[src/rtl/tcf_pkg.sv]
package tcf_pkg;
  // ****************************************
  // Register byte offsets
  // ****************************************
  localparam logic [7:0] OFS_PIN_ACT = 8'h00;
  localparam logic [7:0] OFS_IRQ_EN1 = 8'h04;
  localparam logic [7:0] OFS_FLAGS1 = 8'h08;
  localparam logic [7:0] OFS_IRQ_EN2 = 8'h0C;
  localparam logic [7:0] OFS_FLAGS2 = 8'h10;
  localparam logic [7:0] OFS_ACC_CTRL = 8'h14;
  localparam logic [7:0] OFS_COUNT = 8'h18;
  // ****************************************
  // Field positions and masks
  // ****************************************
  localparam int B_OVF = 7;
  localparam int B_PER = 6;
  localparam int B_ACC_OVF = 5;
  localparam int B_ACC_EDGE = 4;
  localparam int B_SHARED_SEL = 2;
  localparam int B_SHARED = 3;
  localparam logic [7:0] MASK2_IMPL = 8'hF3;
  localparam logic [7:0] FLAG2_IMPL = 8'hF0;
  localparam logic [7:0] RST_BYTE = 8'h00;
  localparam logic [15:0] RST_COUNT = 16'h0000;
  localparam logic [15:0] COUNT_MAX = 16'hFFFF;
  // ****************************************
  // Timing
  // ****************************************
  localparam int CLK_MHZ = 125;
  localparam int PRESC_WIN_CYC = 64;
  localparam int PER_BASE_LOG2 = 13;
  localparam logic [3:0] DIV1_END = 4'h0;
  localparam logic [3:0] DIV4_END = 4'h3;
  localparam logic [3:0] DIV8_END = 4'h7;
  localparam logic [3:0] DIV16_END = 4'hF;
  // Pin action encodings
  typedef enum logic [1:0] {
    ACT_DETACH = 2'b00,
    ACT_TOGGLE = 2'b01,
    ACT_LOW = 2'b10,
    ACT_HIGH = 2'b11
  } tcf_act_e;
endpackage

[src/rtl/tcf_edge_sync.sv]
// Three-stage synchroniser with edge detection per capture line
module tcf_edge_sync import tcf_pkg::*; #(
  parameter int W = 4
) (
  // Clock and reset
  input wire logic ref_clk_i,
  input wire logic rst_n_i,
  // Raw pins and edge pulses
  input wire logic [W-1:0] pin_i,
  output logic [W-1:0] rise_o,
  output logic [W-1:0] fall_o
);
  logic [W-1:0] s1_q, s2_q, s3_q, lvl_q;
  logic [W-1:0] stable;

  // Synchroniser chain
  always_ff @(posedge ref_clk_i) begin
    if (!rst_n_i) begin
      s1_q <= '0;
      s2_q <= '0;
      s3_q <= '0;
    end else begin
      s1_q <= pin_i;
      s2_q <= s1_q;
      s3_q <= s2_q;
    end
  end

  // A change counts once stages two and three agree
  assign stable = ~(s2_q ^ s3_q);

  // Accepted level and edge pulses
  always_ff @(posedge ref_clk_i) begin
    if (!rst_n_i) begin
      lvl_q <= '0;
      rise_o <= '0;
      fall_o <= '0;
    end else begin
      for (int i = 0; i < W; i++) begin
        rise_o[i] <= stable[i] & s3_q[i] & ~lvl_q[i];
        fall_o[i] <= stable[i] & ~s3_q[i] & lvl_q[i];
        if (stable[i]) begin
          lvl_q[i] <= s3_q[i];
        end
      end
    end
  end
endmodule // tcf_edge_sync

[src/rtl/tcf_periodic_div.sv]
// Free-running periodic divider, independent of the counter prescaler
module tcf_periodic_div import tcf_pkg::*; #(
  parameter int BASE_LOG2 = PER_BASE_LOG2
) (
  // Clock and reset
  input wire logic ref_clk_i,
  input wire logic rst_n_i,
  // Rate select and timeout pulse
  input wire logic [1:0] rate_i,
  output logic timeout_o
);
  localparam int DW = BASE_LOG2 + 4;
  logic [DW-1:0] div_q;
  logic [DW-1:0] end_mask;

  // Ones in the low BASE_LOG2 + rate bits mark the end of a period
  assign end_mask = {DW{1'b1}} >> (DW - BASE_LOG2 - int'(rate_i));

  // Divider only stops under reset; a timeout never restarts it, so periods stay aligned to the count from reset
  always_ff @(posedge ref_clk_i) begin
    if (!rst_n_i) begin
      div_q <= '0;
      timeout_o <= 1'b0;
    end else begin
      div_q <= div_q + 1'b1;
      timeout_o <= ((div_q & end_mask) == end_mask);
    end
  end
endmodule // tcf_periodic_div

[src/rtl/tcf_timer.sv]
// Added by the designer: the address map and register access over Wishbone.
module tcf_timer import tcf_pkg::*; #(
  parameter int PER_LOG2 = PER_BASE_LOG2
) (
  // Clock and reset
  input wire logic ref_clk_i,
  input wire logic rst_n_i,
  // Wishbone slave
  input wire logic wb_cyc_i,
  input wire logic wb_stb_i,
  input wire logic wb_we_i,
  input wire logic [7:0] wb_adr_i,
  input wire logic [3:0] wb_sel_i,
  input wire logic [31:0] wb_dat_i,
  output logic [31:0] wb_dat_o,
  output logic wb_ack_o,
  // Mode and compare values from neighbouring logic
  input wire logic special_mode_i,
  input wire logic [15:0] cmp1_val_i,
  input wire logic [15:0] cmp2_val_i,
  input wire logic [15:0] cmp3_val_i,
  input wire logic [15:0] cmp4_val_i,
  input wire logic [15:0] cmp5_val_i,
  // Capture pins and edge selects (channel 1 in bits 7:6)
  input wire logic [3:0] cap_pin_i,
  input wire logic [7:0] cap_edge_sel_i,
  // Accumulator events from neighbouring logic
  input wire logic accum_ovf_evt_i,
  input wire logic accum_edge_evt_i,
  // Compare pins, channel 2 in bit 3 down to channel 5 in bit 0
  output logic [3:0] cmp_pin_o,
  output logic [3:0] cmp_pin_oe_o,
  // Counter, status and accumulator control
  output logic [15:0] count_o,
  output logic cmp1_match_o,
  output logic [3:0] accum_ctrl_o,
  output logic porta3_dir_o,
  output logic irq_o
);
  // ****************************************
  // Declarations
  // ****************************************
  logic [7:0] pin_act_q, irq_en1_q, flags1_q, irq_en2_q, flags2_q, acc_ctrl_q;
  logic [15:0] cnt_q;
  logic [3:0] presc_q;
  logic cnt_new_q;
  logic [6:0] win_q;
  logic presc_lock_q;
  logic [7:0] set1, clr1, set2, clr2;
  logic [4:0] match;
  logic cnt_tick, shared_sel;
  logic [3:0] rise, fall, cap_evt;
  logic per_timeout;
  logic req, wr_stb;
  logic [7:0] rd_byte;

  // ****************************************
  // Helper functions
  // ****************************************
  // Prescale end count for each select code
  function automatic logic [3:0] presc_end(input logic [1:0] sel);
    unique case (sel)
      2'b00: presc_end = DIV1_END;
      2'b01: presc_end = DIV4_END;
      2'b10: presc_end = DIV8_END;
      2'b11: presc_end = DIV16_END;
    endcase
  endfunction

  // Pin level after a match for one action field
  function automatic logic pin_next(input logic [1:0] act, input logic cur);
    unique case (tcf_act_e'(act))
      ACT_DETACH: pin_next = cur;
      ACT_TOGGLE: pin_next = ~cur;
      ACT_LOW: pin_next = 1'b0;
      ACT_HIGH: pin_next = 1'b1;
    endcase
  endfunction

  // Edge select decode: 01 rising, 10 falling, 11 any, 00 off
  function automatic logic edge_hit(input logic [1:0] sel, input logic r, input logic f);
    edge_hit = (sel[0] & r) | (sel[1] & f);
  endfunction

  // ****************************************
  // Bus slave
  // ****************************************
  assign req = wb_cyc_i & wb_stb_i;
  // Write takes effect at the edge where the master sees ack
  assign wr_stb = req & wb_ack_o & wb_we_i & wb_sel_i[0];

  // Read mux, unimplemented bits and unmapped addresses read zero
  always_comb begin
    unique case (wb_adr_i)
      OFS_PIN_ACT: rd_byte = pin_act_q;
      OFS_IRQ_EN1: rd_byte = irq_en1_q;
      OFS_FLAGS1: rd_byte = flags1_q;
      OFS_IRQ_EN2: rd_byte = irq_en2_q & MASK2_IMPL;
      OFS_FLAGS2: rd_byte = flags2_q & FLAG2_IMPL;
      OFS_ACC_CTRL: rd_byte = acc_ctrl_q;
      OFS_COUNT: rd_byte = cnt_q[7:0];
      default: rd_byte = RST_BYTE;
    endcase
  end

  // Ack one cycle after request, drop it the cycle after
  always_ff @(posedge ref_clk_i) begin
    if (!rst_n_i) begin
      wb_ack_o <= 1'b0;
      wb_dat_o <= '0;
    end else begin
      wb_ack_o <= req & ~wb_ack_o;
      if (req & ~wb_ack_o) begin
        wb_dat_o <= {24'h000000, rd_byte};
      end
    end
  end

  // ****************************************
  // Control registers
  // ****************************************
  // Plain read-write control bytes
  always_ff @(posedge ref_clk_i) begin
    if (!rst_n_i) begin
      pin_act_q <= RST_BYTE;
      irq_en1_q <= RST_BYTE;
      acc_ctrl_q <= RST_BYTE;
    end else if (wr_stb) begin
      if (wb_adr_i == OFS_PIN_ACT) begin
        pin_act_q <= wb_dat_i[7:0];
      end
      if (wb_adr_i == OFS_IRQ_EN1) begin
        irq_en1_q <= wb_dat_i[7:0];
      end
      if (wb_adr_i == OFS_ACC_CTRL) begin
        acc_ctrl_q <= wb_dat_i[7:0];
      end
    end
  end

  // Second mask; prescale bits are write-once inside the window, writable at any time in special mode
  always_ff @(posedge ref_clk_i) begin
    if (!rst_n_i) begin
      irq_en2_q <= RST_BYTE;
    end else if (wr_stb && wb_adr_i == OFS_IRQ_EN2) begin
      irq_en2_q[7:2] <= wb_dat_i[7:2] & MASK2_IMPL[7:2];
      if (special_mode_i || !presc_lock_q) begin
        irq_en2_q[1:0] <= wb_dat_i[1:0];
      end
    end
  end

  // Prescale lock after first write or once the window closes
  always_ff @(posedge ref_clk_i) begin
    if (!rst_n_i) begin
      win_q <= '0;
      presc_lock_q <= 1'b0;
    end else begin
      if (win_q != 7'(PRESC_WIN_CYC)) begin
        win_q <= win_q + 7'h01;
      end
      if (win_q == 7'(PRESC_WIN_CYC - 1)) begin
        presc_lock_q <= 1'b1;
      end
      if (wr_stb && wb_adr_i == OFS_IRQ_EN2) begin
        presc_lock_q <= 1'b1;
      end
    end
  end

  // ****************************************
  // Free-running counter
  // ****************************************
  // Tick when the prescaler reaches the end count of the chosen divisor
  assign cnt_tick = (presc_q == presc_end(irq_en2_q[1:0]));

  // Prescaler, counter and fresh-value marker
  always_ff @(posedge ref_clk_i) begin
    if (!rst_n_i) begin
      presc_q <= '0;
      cnt_q <= RST_COUNT;
      cnt_new_q <= 1'b1;
    end else begin
      presc_q <= cnt_tick ? 4'h0 : presc_q + 4'h1;
      cnt_new_q <= cnt_tick;
      if (cnt_tick) begin
        cnt_q <= cnt_q + 16'h0001;
      end
    end
  end

  // ****************************************
  // Compare and capture events
  // ****************************************
  // Select bit set hands the shared register to capture four
  // Compare five and its pin drive are idle while it is set
  assign shared_sel = acc_ctrl_q[B_SHARED_SEL];

  // Match once per counter value, checked every cycle
  always_comb begin
    match[0] = cnt_new_q & (cnt_q == cmp1_val_i);
    match[1] = cnt_new_q & (cnt_q == cmp2_val_i);
    match[2] = cnt_new_q & (cnt_q == cmp3_val_i);
    match[3] = cnt_new_q & (cnt_q == cmp4_val_i);
    match[4] = cnt_new_q & (cnt_q == cmp5_val_i) & ~shared_sel;
  end

  tcf_edge_sync #(
    .W(4)
  ) u_cap_sync (
    .ref_clk_i(ref_clk_i),
    .rst_n_i(rst_n_i),
    .pin_i(cap_pin_i),
    .rise_o(rise),
    .fall_o(fall)
  );

  // Capture events: bits 3..1 are channels 1..3, bit 0 channel 4
  always_comb begin
    for (int i = 0; i < 4; i++) begin
      cap_evt[i] = edge_hit(cap_edge_sel_i[2*i +: 2], rise[i], fall[i]);
    end
  end

  // First flag set and clear vectors
  always_comb begin
    set1 = {match[0], match[1], match[2], match[3], 4'h0};
    set1[B_SHARED] = shared_sel ? cap_evt[0] : match[4];
    set1[2:0] = cap_evt[3:1];
    clr1 = (wr_stb && wb_adr_i == OFS_FLAGS1) ? wb_dat_i[7:0] : 8'h00;
  end

  // ****************************************
  // Periodic divider
  // ****************************************
  tcf_periodic_div #(
    .BASE_LOG2(PER_LOG2)
  ) u_periodic (
    .ref_clk_i(ref_clk_i),
    .rst_n_i(rst_n_i),
    .rate_i(acc_ctrl_q[1:0]),
    .timeout_o(per_timeout)
  );

  // Second flag set and clear vectors
  always_comb begin
    set2 = 8'h00;
    set2[B_OVF] = cnt_tick & (cnt_q == COUNT_MAX);
    set2[B_PER] = per_timeout;
    set2[B_ACC_OVF] = accum_ovf_evt_i;
    set2[B_ACC_EDGE] = accum_edge_evt_i;
    clr2 = 8'h00;
    if (wr_stb && wb_adr_i == OFS_FLAGS2) begin
      clr2 = wb_dat_i[7:0] & FLAG2_IMPL;
    end
  end

  // ****************************************
  // Flags, set wins over clear
  // ****************************************
  always_ff @(posedge ref_clk_i) begin
    if (!rst_n_i) begin
      flags1_q <= RST_BYTE;
      flags2_q <= RST_BYTE;
    end else begin
      flags1_q <= (flags1_q & ~clr1) | set1;
      flags2_q <= ((flags2_q & ~clr2) | set2) & FLAG2_IMPL;
    end
  end

  // ****************************************
  // Compare pins
  // ****************************************
  // Act on every channel 2 to 5 match regardless of flag state
  always_ff @(posedge ref_clk_i) begin
    if (!rst_n_i) begin
      cmp_pin_o <= '0;
      cmp_pin_oe_o <= '0;
    end else begin
      for (int c = 0; c < 4; c++) begin
        cmp_pin_oe_o[3-c] <= (pin_act_q[7-2*c -: 2] != ACT_DETACH);
        if (match[c+1]) begin
          cmp_pin_o[3-c] <= pin_next(pin_act_q[7-2*c -: 2], cmp_pin_o[3-c]);
        end
      end
      if (shared_sel) begin
        cmp_pin_oe_o[0] <= 1'b0;
      end
    end
  end

  // ****************************************
  // Interrupt request and status outputs
  // ****************************************
  // Masks line up bit for bit with their flags
  always_ff @(posedge ref_clk_i) begin
    if (!rst_n_i) begin
      irq_o <= 1'b0;
    end else begin
      irq_o <= (|(irq_en1_q & flags1_q))
        | (|(irq_en2_q[7:4] & flags2_q[7:4]));
    end
  end

  // Registered copies of counter, channel one match and control bits
  always_ff @(posedge ref_clk_i) begin
    if (!rst_n_i) begin
      count_o <= RST_COUNT;
      cmp1_match_o <= 1'b0;
      accum_ctrl_o <= '0;
      porta3_dir_o <= 1'b0;
    end else begin
      count_o <= cnt_q;
      cmp1_match_o <= match[0];
      accum_ctrl_o <= acc_ctrl_q[7:4];
      porta3_dir_o <= acc_ctrl_q[3];
    end
  end
endmodule // tcf_timer

[config.mk]
export PLATFORM = sky130hd
export DESIGN_NAME = tcf_timer
export DESIGN_NICKNAME = d
export VERILOG_FILES = /design/src/rtl/tcf_pkg.sv /design/src/rtl/tcf_edge_sync.sv /design/src/rtl/tcf_periodic_div.sv /design/src/rtl/tcf_timer.sv
export SDC_FILE = /design/constraint.sdc
export NUM_CORES = 1
export LEC_CHECK = 0
export BUFFER_PORTS_ARGS = -buffer_cell sky130_fd_sc_hd__buf_2
export CAP_MARGIN = 10
export CORE_MARGIN = 4
export CORE_UTILIZATION = 53
export DETAILED_ROUTE_END_ITERATION = 7
export PLACE_DENSITY = 0.81
export SYNTH_ARGS = -nofsm -noshare
export SYNTH_HDL_FRONTEND = slang
export SYNTH_HIERARCHICAL = 1
export SYNTH_SLANG_ARGS = --single-unit
[constraint.sdc]
create_clock -name ref_clk_i -period 2 [get_ports ref_clk_i]
set_input_delay 0.1 -clock ref_clk_i [delete_from_list [all_inputs] [get_ports ref_clk_i]]
set_output_delay 0.1 -clock ref_clk_i [all_outputs]
set_load 0.02 [all_outputs]
# [Yosys cells after proc, flatten, opt, wreduce, memory -nomap -nowiden]
# Cells that the tools add are included.
[classes] addsub=5 multipliers=0 n_div=0 n_lt_le_gt_ge=0 n_eq_ne=31 n_shift=1 n_mux=11 bitwise=71 n_reduce_logical=28
[op_table] operator="$eq 16x16->1" n=5
[op_table] operator="$pmux 8 s7" n=1
[op_table] operator="$and 1x1->1" n=36
[op_table] operator="$shr 17x32->17 const A" n=1
[op_table] operator="$and 8x8->8" n=3
[op_table] operator="$eq 8x5->1 const B" n=3
[op_table] operator="$eq 2x2->1 const B" n=10
[op_table] operator="$not 1->1" n=19
[op_table] operator="$add 17x1->17 const B" n=1
[op_table] operator="$and 17x17->17" n=1
[op_table] operator="$eq 17x17->1" n=1
[op_table] operator="$add 16x1->16 const B" n=1
[op_table] operator="$eq 16x16->1 const B" n=1
[op_table] operator="$eq 8x4->1 const B" n=2
[op_table] operator="$mux 8" n=2
[op_table] operator="$not 8->8" n=2
[op_table] operator="$or 8x8->8" n=2
[op_table] operator="$pmux 4 s4" n=1
[op_table] operator="$reduce_and 2->1" n=8
[op_table] operator="$pmux 1 s3" n=4
[op_table] operator="$eq 2x1->1 const B" n=5
[op_table] operator="$logic_not 2->1" n=5
[op_table] operator="$reduce_bool 2->1" n=5
[op_table] operator="$eq 8x3->1 const B" n=1
[op_table] operator="18 further kinds" n=27
[totals] regBits=157 latch_bits=0 mem_bits_rw=0 rom_bits=0 in_bits=144 out_inout_bits=64 elab_cells=184 memories=0

# [Logic depth before layout (Yosys ltp)]
# Gate-level depths: netlist of run 1.
[logic_depth] ltp_word=9 depth_mapped=7 mapped_depth_nobuf=6

# [Hierarchy]
# The synthesis of run 1 kept the hierarchy.
[modules_own_cells] mod="tcf_timer" instances=1 cells_per_inst=654 area_per_inst_um2=5801.8 seq_area_each_um2=2222.1
[modules_own_cells] mod="tcf_edge_sync" instances=1 cells_per_inst=74 area_per_inst_um2=825.8 seq_area_each_um2=480.5
[modules_own_cells] mod="tcf_periodic_div" instances=1 cells_per_inst=85 area_per_inst_um2=798.3 seq_area_each_um2=340.3

# [Worst setup path before layout of run 1]
# No wires, ideal clock.
[synth_timing] kind="register to register" start="register cnt_q[11]" end="register cnt_q[15]" setup_ns=0.121 arrival_ns=1.664 t_required_ns=1.879 path_slack_ns=0.215 stages_incl_launch_ff=7 n_path_buf=1 period_less_slack_ns=1.785 cell_sequence="dfxtp_1 > clkbuf_1 > inv_1 > nor3_1 > nand4_1 > a211oi_1 > mux2_2"
[synth_between] elab_chain_cells=1
[synth_rtl] item="start, declared" line_no="tcf_timer.sv:44" text="logic [15:0] cnt_q;"
[synth_rtl] item="start signal, assigned" line_no="tcf_timer.sv:187" text="cnt_q <= cnt_q + 16'h0001;"
[synth_rtl] item="$add 16x1->16" line_no="tcf_timer.sv:187"
# No other way between the ends.
# A chain may end at the register's enable or synchronous reset.

# [Worst setup path after layout of run 1]
[layout_timing] start="register cnt_q[15]" end="register flags1_q[7]"
[layout_between] elab_chain_cells=3
[layout_rtl] item="$eq 16x16->1" line_no="tcf_timer.sv:201" text="match[0] = cnt_new_q & (cnt_q == cmp1_val_i);"
[layout_rtl] item="$and 1x1->1" line_no="tcf_timer.sv:201"
[layout_rtl] item="$or 8x8->8" line_no="tcf_timer.sv:266" text="flags1_q <= (flags1_q & ~clr1) | set1;"
[layout_rtl] item="end signal, assigned" line_no="tcf_timer.sv:266"
[layout_rtl] item="end, declared" line_no="tcf_timer.sv:43" text="logic [7:0] pin_act_q, irq_en1_q, flags1_q, irq_en2_q, flags2_q, acc_ctrl_q;"
# No other way between the ends.

==> results_dict.tcl, run 1 <==
set metrics [dict create \
    async_reset_ff_share_pct 0 \
    synth.area.mux_share_pct 8.324 \
    crit_path_max_fanout 4 \
    critPathTopFamily "buffers and inverters" \
    syn_inst 813 \
    die_h_um 126.4 \
    clk_pin_slew_worst_paths_ns 0.06 \
    hold_violations 0 \
    stdcell_count 1184 \
    initial_core_util_pct 54.98 \
    drive_gt1_share_pct 25.50 \
    clock_skew_ns 0.006303 \
    grt_pass1_wl_um 31170 \
    max_cap_violations 0 \
    relSlewSlack_pct 65.55 \
    insertion_delay_ns 0.42 \
    fin_nets 1152 \
    routed_wl_um 19570 \
    holdPathStages 3 \
    ir_worst_vdd_mv 0.5904 \
    yosys_most_used_dff "dfxtp_1" \
    clkSinkCount 152 \
    grt_max_degree 50 \
    setup_ws_ns 0.1014 \
    period_minus_slack_ns 1.899 \
    core_area_sq_um 13510 \
    synth-adder-area-share_pct 2.190 \
    first_pass_iters 5 \
    cp_num_buf_inv 2 \
    overflow 0 \
    final_common_cell "buf_2" \
    antenna_left 0 \
    h-tree-depth 4 \
    cts_tree "done" \
    synth-simple-area-share_pct 21.26 \
    intPower_mw 5.580 \
    cp_slowest_cell "dlygate4sd3_1" \
    status "completed" \
    hold_path_class "input port to flop" \
    timing.rr.start "cnt_q[15]" \
    p_leak_nw 4.283 \
    yosys_warnings 6 \
    powerDensity_nw_per_um2 773.6 \
    num_vias 6411 \
    gp_congestion 0.8993 \
    fillCellCount 1051 \
    ff2ff_path_depth 6 \
    period_share_pct 94.93 \
    holdPathEnd "flags1_q[1]" \
    pwr-share-seq_pct 43.4 \
    dp_hpwl_um 14280 \
    wl_per_cell_um 16.53 \
    worstPathArrival_ns 2.27 \
    cp-end-kind "flop" \
    cts_root_buffer "clkbuf_16" \
    cpPeakStageDelay_ns 0.58 \
    synth_xor_area_share_pct 11.56 \
    tightest_slew_ns 0.5161 \
    place_inst 1134 \
    yosys.cell_types.count 53 \
    hold_start "cap_edge_sel_i[5]" \
    avgSynthCellArea_sq_um 9.134 \
    placementRows 42 \
    synth_top_family_by_area "simple AND/OR/NAND/NOR gates" \
    gr-usage-all-layers_pct 24.24 \
    rsz0062_at_grt "no" \
    required_ns 2.37 \
    pre_cts_ws_ns 0.1393 \
    setup_violations 0 \
    power_frac_comb_pct 7.4 \
    die_area_sq_um 15970 \
    syn-cell-area_sq_um 7426 \
    critPathKind "flop to flop" \
    synth.area.top_cells "dfxtp_1 41%, xor2_1 9.8%, mux2i_1 5.0%" \
    cts_setup_buffers 0 \
    port_buffers 156 \
    via_per_inst 5.415 \
    synth_compound_area_share_pct 9.705 \
    area_growth_pct 24.35 \
    path_cells "buf_4 -> xnor2_1 -> nand3_1 -> dlygate4sd3_1 -> nor3_2 -> a31o_2" \
    cp-start-kind "flop" \
    antenna_found_initial 0 \
    p_clk_share_pct 49.2 \
    tns_ns 0 \
    synth_top_area_share_pct 40.98 \
    post-route-drc-count 0 \
    antenna_cells 0 \
    fmax_mhz 526.7 \
    grt_pass1_vias 6329 \
    mostFrequentLayoutCells "156 x buf_2, 152 x dfxtp_1, 83 x xor2_1, 75 x nor2_1, 53 x nand2_1" \
    maxSlewViolCount 0 \
    numCtsBuffers 17 \
    r2r-end "flags1_q[7]" \
    cts_buffer_depth 2 \
    ys_ff_latch 152 \
    ios 208 \
    die_w_um 126.4 \
    dr.first_iter.drc_count 536 \
    ff2ff_setup_slack_ns 0.10 \
    synth_edf_count 0 \
    ys_seq_area_share_pct 40.98 \
    switching_share_pct 21.89 \
    power_switching_mw 1.564 \
    yosys.area.top_type "dfxtp_1" \
]
[synthesized netlist by cell type (4+ instances only)]
cell type and instances:
and3_1 9, ha_1 13, mux2i_1 37, nand4_1 10, a31oi_1 4, mux2_2 18, buf_4 27, xnor2_1 15
inv_1 19, nor3_1 16, buf_1 4, o22ai_1 5, and2_1 48, nor2_1 75, nand3_1 34, a21oi_1 25
dfxtp_1 152, nor4_1 18, or3_1 5, a21boi_0 7, a211oi_1 7, nand2_1 53, o21ai_0 17, and2b_1 4
nor2b_1 6, o311ai_0 4, nand3b_1 5, buf_2 13, o21a_1 8, xor2_1 83, a22oi_1 9, clkbuf_1 23
[per-stage QoR]
stage	power (mW)	util, %	hold WS [ns]	area, sq um
floorplan	3.473	-	0.2239	7512
global placement	3.642	62.14	0.3060	8392
detailed placement	3.656	62.14	0.3135	8392
CTS	7.173	68.33	0.01311	9228
global route	7.389	68.37	0.05358	9234
finish	7.143	68.37	0.02005	9234
[cell type report]
class                           count  area, sq um  area share [%]
Inverter                           19        71.32          0.7724
Multi-Input combinational cell    598         4035           43.70
Timing Repair Buffer              207         1209           13.09
Tap cell                          176        220.2           2.385
Clock inverter                     11        195.2           2.114
Clock buffer                       21        460.4           4.986
Sequential cell                   152         3043           32.95
[routing by layer]
layer	part of all wire (%)	routed length, um	global-route usage, %
met3	8.0	1556	6.683
met4	1.7	335	7.823
met5	0	0	0
met1	41	8073	30.16
met2	49	9602	40.82
[registers in the layout, summed over array words and instances, names as in the netlist, 6 cells and up]
name              cells
cnt_q                16
count_o              16
u_periodic/div_q     16
acc_ctrl_q            8
flags1_q              8
irq_en1_q             8
pin_act_q             8
wb_dat_o              8
win_q                 7
irq_en2_q             6
[cells by family (layout without fill, tap and decap cells)]
group,after synthesis,after routing
fa+ha+maj,13,13
mux,57,57
simple gates,299,299
buf+inv,86,258
other cells,1,24
xor+xnor,98,98
compound gates,107,107
flops,152,152
[worst min-delay path: cells and delay by family]
family,cells,cell delay (ns)
compound gates,2,0.21
buf+inv,1,0.08
[power groups by stage]
| stage | clock network (mW) | registers (mW) | logic, mW |
|---|---|---|---|
| after floorplan | 0 | 3.15 | 0.319 |
| after global placement | 0 | 3.16 | 0.477 |
| after detailed placement | 0 | 3.17 | 0.489 |
| after CTS | 3.55 | 3.10 | 0.520 |
| after global routing | 3.71 | 3.10 | 0.579 |
| final | 3.52 | 3.10 | 0.527 |
[worst max-delay path by stage]
stage                           start           end  slack, ns  cells after the start
after detailed placement     cnt_q[1]     cnt_q[14]       0.14                      4
after CTS                   cnt_q[15]   flags1_q[7]       0.11                      6
after global routing        cnt_q[12]  cmp_pin_o[2]      0.009                      5
after floorplan             cnt_q[11]     cnt_q[15]       0.21                      6
final                       cnt_q[15]   flags1_q[7]       0.10                      6
after global placement    wb_adr_i[5]   flags1_q[3]       0.15                      7
[what timing repair did]
action / CTS / global route
hold buffers: 18 / 0
setup endpoints to repair: 0 / 6
gates resized for setup: 0 / 2
endpoints found under the hold margin: 20 / 0
Power figures use the tool's default switching activity.
==> run 2: changes to the inputs <==
--- a/config.mk
+++ b/config.mk
@@ -13,5 +13,4 @@
 export PLACE_DENSITY = 0.81
 export SYNTH_ARGS = -nofsm -noshare
 export SYNTH_HDL_FRONTEND = slang
-export SYNTH_HIERARCHICAL = 1
 export SYNTH_SLANG_ARGS = --single-unit
==> run 2 against run 1 <==
  * The flow now finishes with violations (negative setup slack)
  * Final cell count is 2.0% higher
  * Register-to-register slack worse by 0.10 ns
  * Count of clock-buffer cells in the layout stayed put
  * Critical path depth stayed put
  * Clock power is 3% lower
  * Combinational power is 3% higher
  * Sequential share of layout area is 0.18 points lower
  * Highest routed layer unchanged
==> results_dict.tcl, run 2 <==
set metrics [dict create \
    clock_skew_ns 0.007648 \
    period_share_pct 100.2 \
    required_ns 2.34 \
    power_switching_mw 1.583 \
    fin_nets 1172 \
    setup_violations 1 \
    synth_common_cells "152 x dfxtp_1, 85 x nor2_1, 81 x xor2_1, 67 x nand2_1" \
    maxSlewViolCount 0 \
    violations "negative setup slack" \
    wl_per_cell_um 16.75 \
    gp_congestion 0.9596 \
    reg_top3 "cnt_q: 16 flops, count_o: 16 flops, u_periodic.div_q: 16 flops" \
    period_minus_slack_ns 2.003 \
    power_frac_comb_pct 7.7 \
    cts_tree "done" \
    drive_gt1_share_pct 27.33 \
    async_reset_ff_share_pct 0 \
    dp_hpwl_um 14530 \
    numCtsBuffers 17 \
    crit_path_max_fanout 9 \
    p_leak_nw 4.036 \
    area_growth_pct 25.21 \
    antenna_cells 0 \
    via_per_inst 5.496 \
    ys_seq_area_share_pct 40.87 \
    fmax_mhz 499.2 \
    synth.area.mux_share_pct 6.402 \
    pre_cts_ws_ns -0.08130 \
    cp-start-kind "flop" \
    finalPower_mw 7.039 \
    overflow 0 \
    avgSynthCellArea_sq_um 9.058 \
    rsz0062_at_grt "yes" \
    grt_max_degree 83 \
    routed_wl_um 20240 \
    synth.most_common_cell "dfxtp_1" \
    cpPeakStageDelay_ns 0.58 \
    cts_buffer_depth 2 \
    h-tree-depth 4 \
    synth.area.top_cells "dfxtp_1 41%, xor2_1 9.5%, nor2_1 4.3%" \
    core_area_sq_um 13830 \
    dr.first_iter.drc_count 604 \
    synth_xor_area_share_pct 11.53 \
    port_buffers 156 \
    grt_pass1_wl_um 31810 \
    yosys_most_used_dff "dfxtp_1" \
    status "finished with violations" \
    cp_slowest_cell "or4_4" \
    path_cells "or4_4 -> a21oi_4 -> o211ai_4 -> buf_4 -> or3_1 -> a21oi_1" \
    ys_ff_latch 152 \
    hold_path_class "input port to flop" \
    mostFrequentLayoutCells "156 x buf_2, 142 x dfxtp_1, 85 x nor2_1, 81 x xor2_1, 67 x nand2_1" \
    die_area_sq_um 16010 \
    synth_compound_area_share_pct 11.14 \
    relSlewSlack_pct 64.79 \
    initial_core_util_pct 53.85 \
    ir_worst_vdd_mv 0.5863 \
    insertion_delay_ns 0.42 \
    worstPathArrival_ns 2.35 \
    synth_top_family_by_area "simple AND/OR/NAND/NOR gates" \
    ios 208 \
    antenna_left 0 \
    placementRows 43 \
    cp-end-kind "flop" \
    syn_inst 822 \
    powerDensity_nw_per_um2 755.1 \
    yosys.area.top_type "dfxtp_1" \
    syn-cell-area_sq_um 7446 \
    synth_top_area_share_pct 40.87 \
    die_h_um 126.5 \
    intPower_mw 5.456 \
    ff2ff_setup_slack_ns -0.003 \
    antenna_found_initial 0 \
    p_clk_share_pct 48.2 \
    tns_ns -0.003382 \
    setup_ws_ns -0.003382 \
    switching_share_pct 22.49 \
    num_vias 6639 \
    yosys_warnings 0 \
    yosys.cell_types.count 60 \
    pwr-share-seq_pct 44.0 \
    synth-simple-area-share_pct 21.02 \
    fillCellCount 1093 \
    gr-usage-all-layers_pct 24.69 \
    grt_pass1_vias 6435 \
    synth_edf_count 0 \
    first_pass_iters 5 \
    clkSinkCount 152 \
    tightest_slew_ns 0.5259 \
    cts_root_buffer "clkbuf_16" \
    die_w_um 126.5 \
    critPathKind "flop to flop" \
    hold_violations 0 \
    post-route-drc-count 0 \
    clk_pin_slew_worst_paths_ns 0.06 \
    final_common_cell "buf_2" \
    synth-adder-area-share_pct 2.185 \
    max_cap_violations 0 \
    fin_hold_ws_ns 0.04260 \
]
==> run 2: timing repair <==
action | 4_1_cts | 5_1_grt
buffers inserted | 1 | 2
hold buffers | 15 | 0
setup endpoints to repair | 7 | 15
pin swaps | 5 | 3
hold endpoints to repair | 25 | 0
gates resized for setup | 4 | 15
==> run 2: worst paths after layout <==
check	from	endpoint	cells past startpoint
max	presc_q[1]	cnt_q[7]	6
min reg2reg	u_cap_sync.lvl_q[2]	u_cap_sync.rise_o[2]	1
max reg2reg	presc_q[1]	cnt_q[7]	6
min	cap_edge_sel_i[7]	flags1_q[2]	3
==> run 2: power groups by stage <==
stage                     logic [mW]  clock network (mW)  registers [mW]
final                          0.545                3.40            3.10
after global routing           0.594                3.58            3.10
after CTS                      0.539                3.44            3.10
after detailed placement       0.510                   0            3.16
after global placement         0.500                   0            3.16
after floorplan                0.323                   0            3.16
==> run 2: logic make-up after synthesis <==
family                   Yosys count
AO/OA/AOI/OAI                    116
XOR/XNOR                          98
adder cells (fa/ha/maj)           13
buffers and inverters             87
flip-flops                       152
multiplexers                      41
other                              1
AND/OR/NAND/NOR                  314
==> run 2: layer usage <==
layer  vias to the layer above  GRT usage [%]  routed length (um)  share of wire, %
li1                       3163              -                   -                 -
met1                      3120          31.92                8254                41
met2                       309          40.26                9801                48
met3                        47          5.305                1655               8.2
met4                         0          9.968                 524               2.6
met5                         -              0                   0                 0
==> run 2: cell type report <==
| class | count | area, sq um | area share [%] |
|---|---|---|---|
| multi-input cells | 606 | 4018 | 43.09 |
| flip-flops and latches | 152 | 3055 | 32.77 |
| repair buffers | 217 | 1315 | 14.11 |
| clock buffers | 21 | 460.4 | 4.939 |
| well taps | 180 | 225.2 | 2.416 |
| clock inverters | 11 | 170.2 | 1.825 |
| inverters | 21 | 78.83 | 0.8455 |
==> run 2: per-stage QoR <==
step                utilization [%]  instances  instance area [sq um]
floorplan                         -        845                   7532
global placement              61.26       1158                   8471
detailed placement            61.26       1158                   8471
CTS                           67.18       1206                   9289
global route                  67.42       1208                   9323
finish                        67.42       1208                   9323
==> run 2: worst max-delay path, delay by kind of cell (launching register included) <==
family | cells | cell delay (ns)
compound gates | 3 | 0.50
buf+inv | 1 | 0.17
flops | 1 | 0.32
simple gates | 2 | 0.93
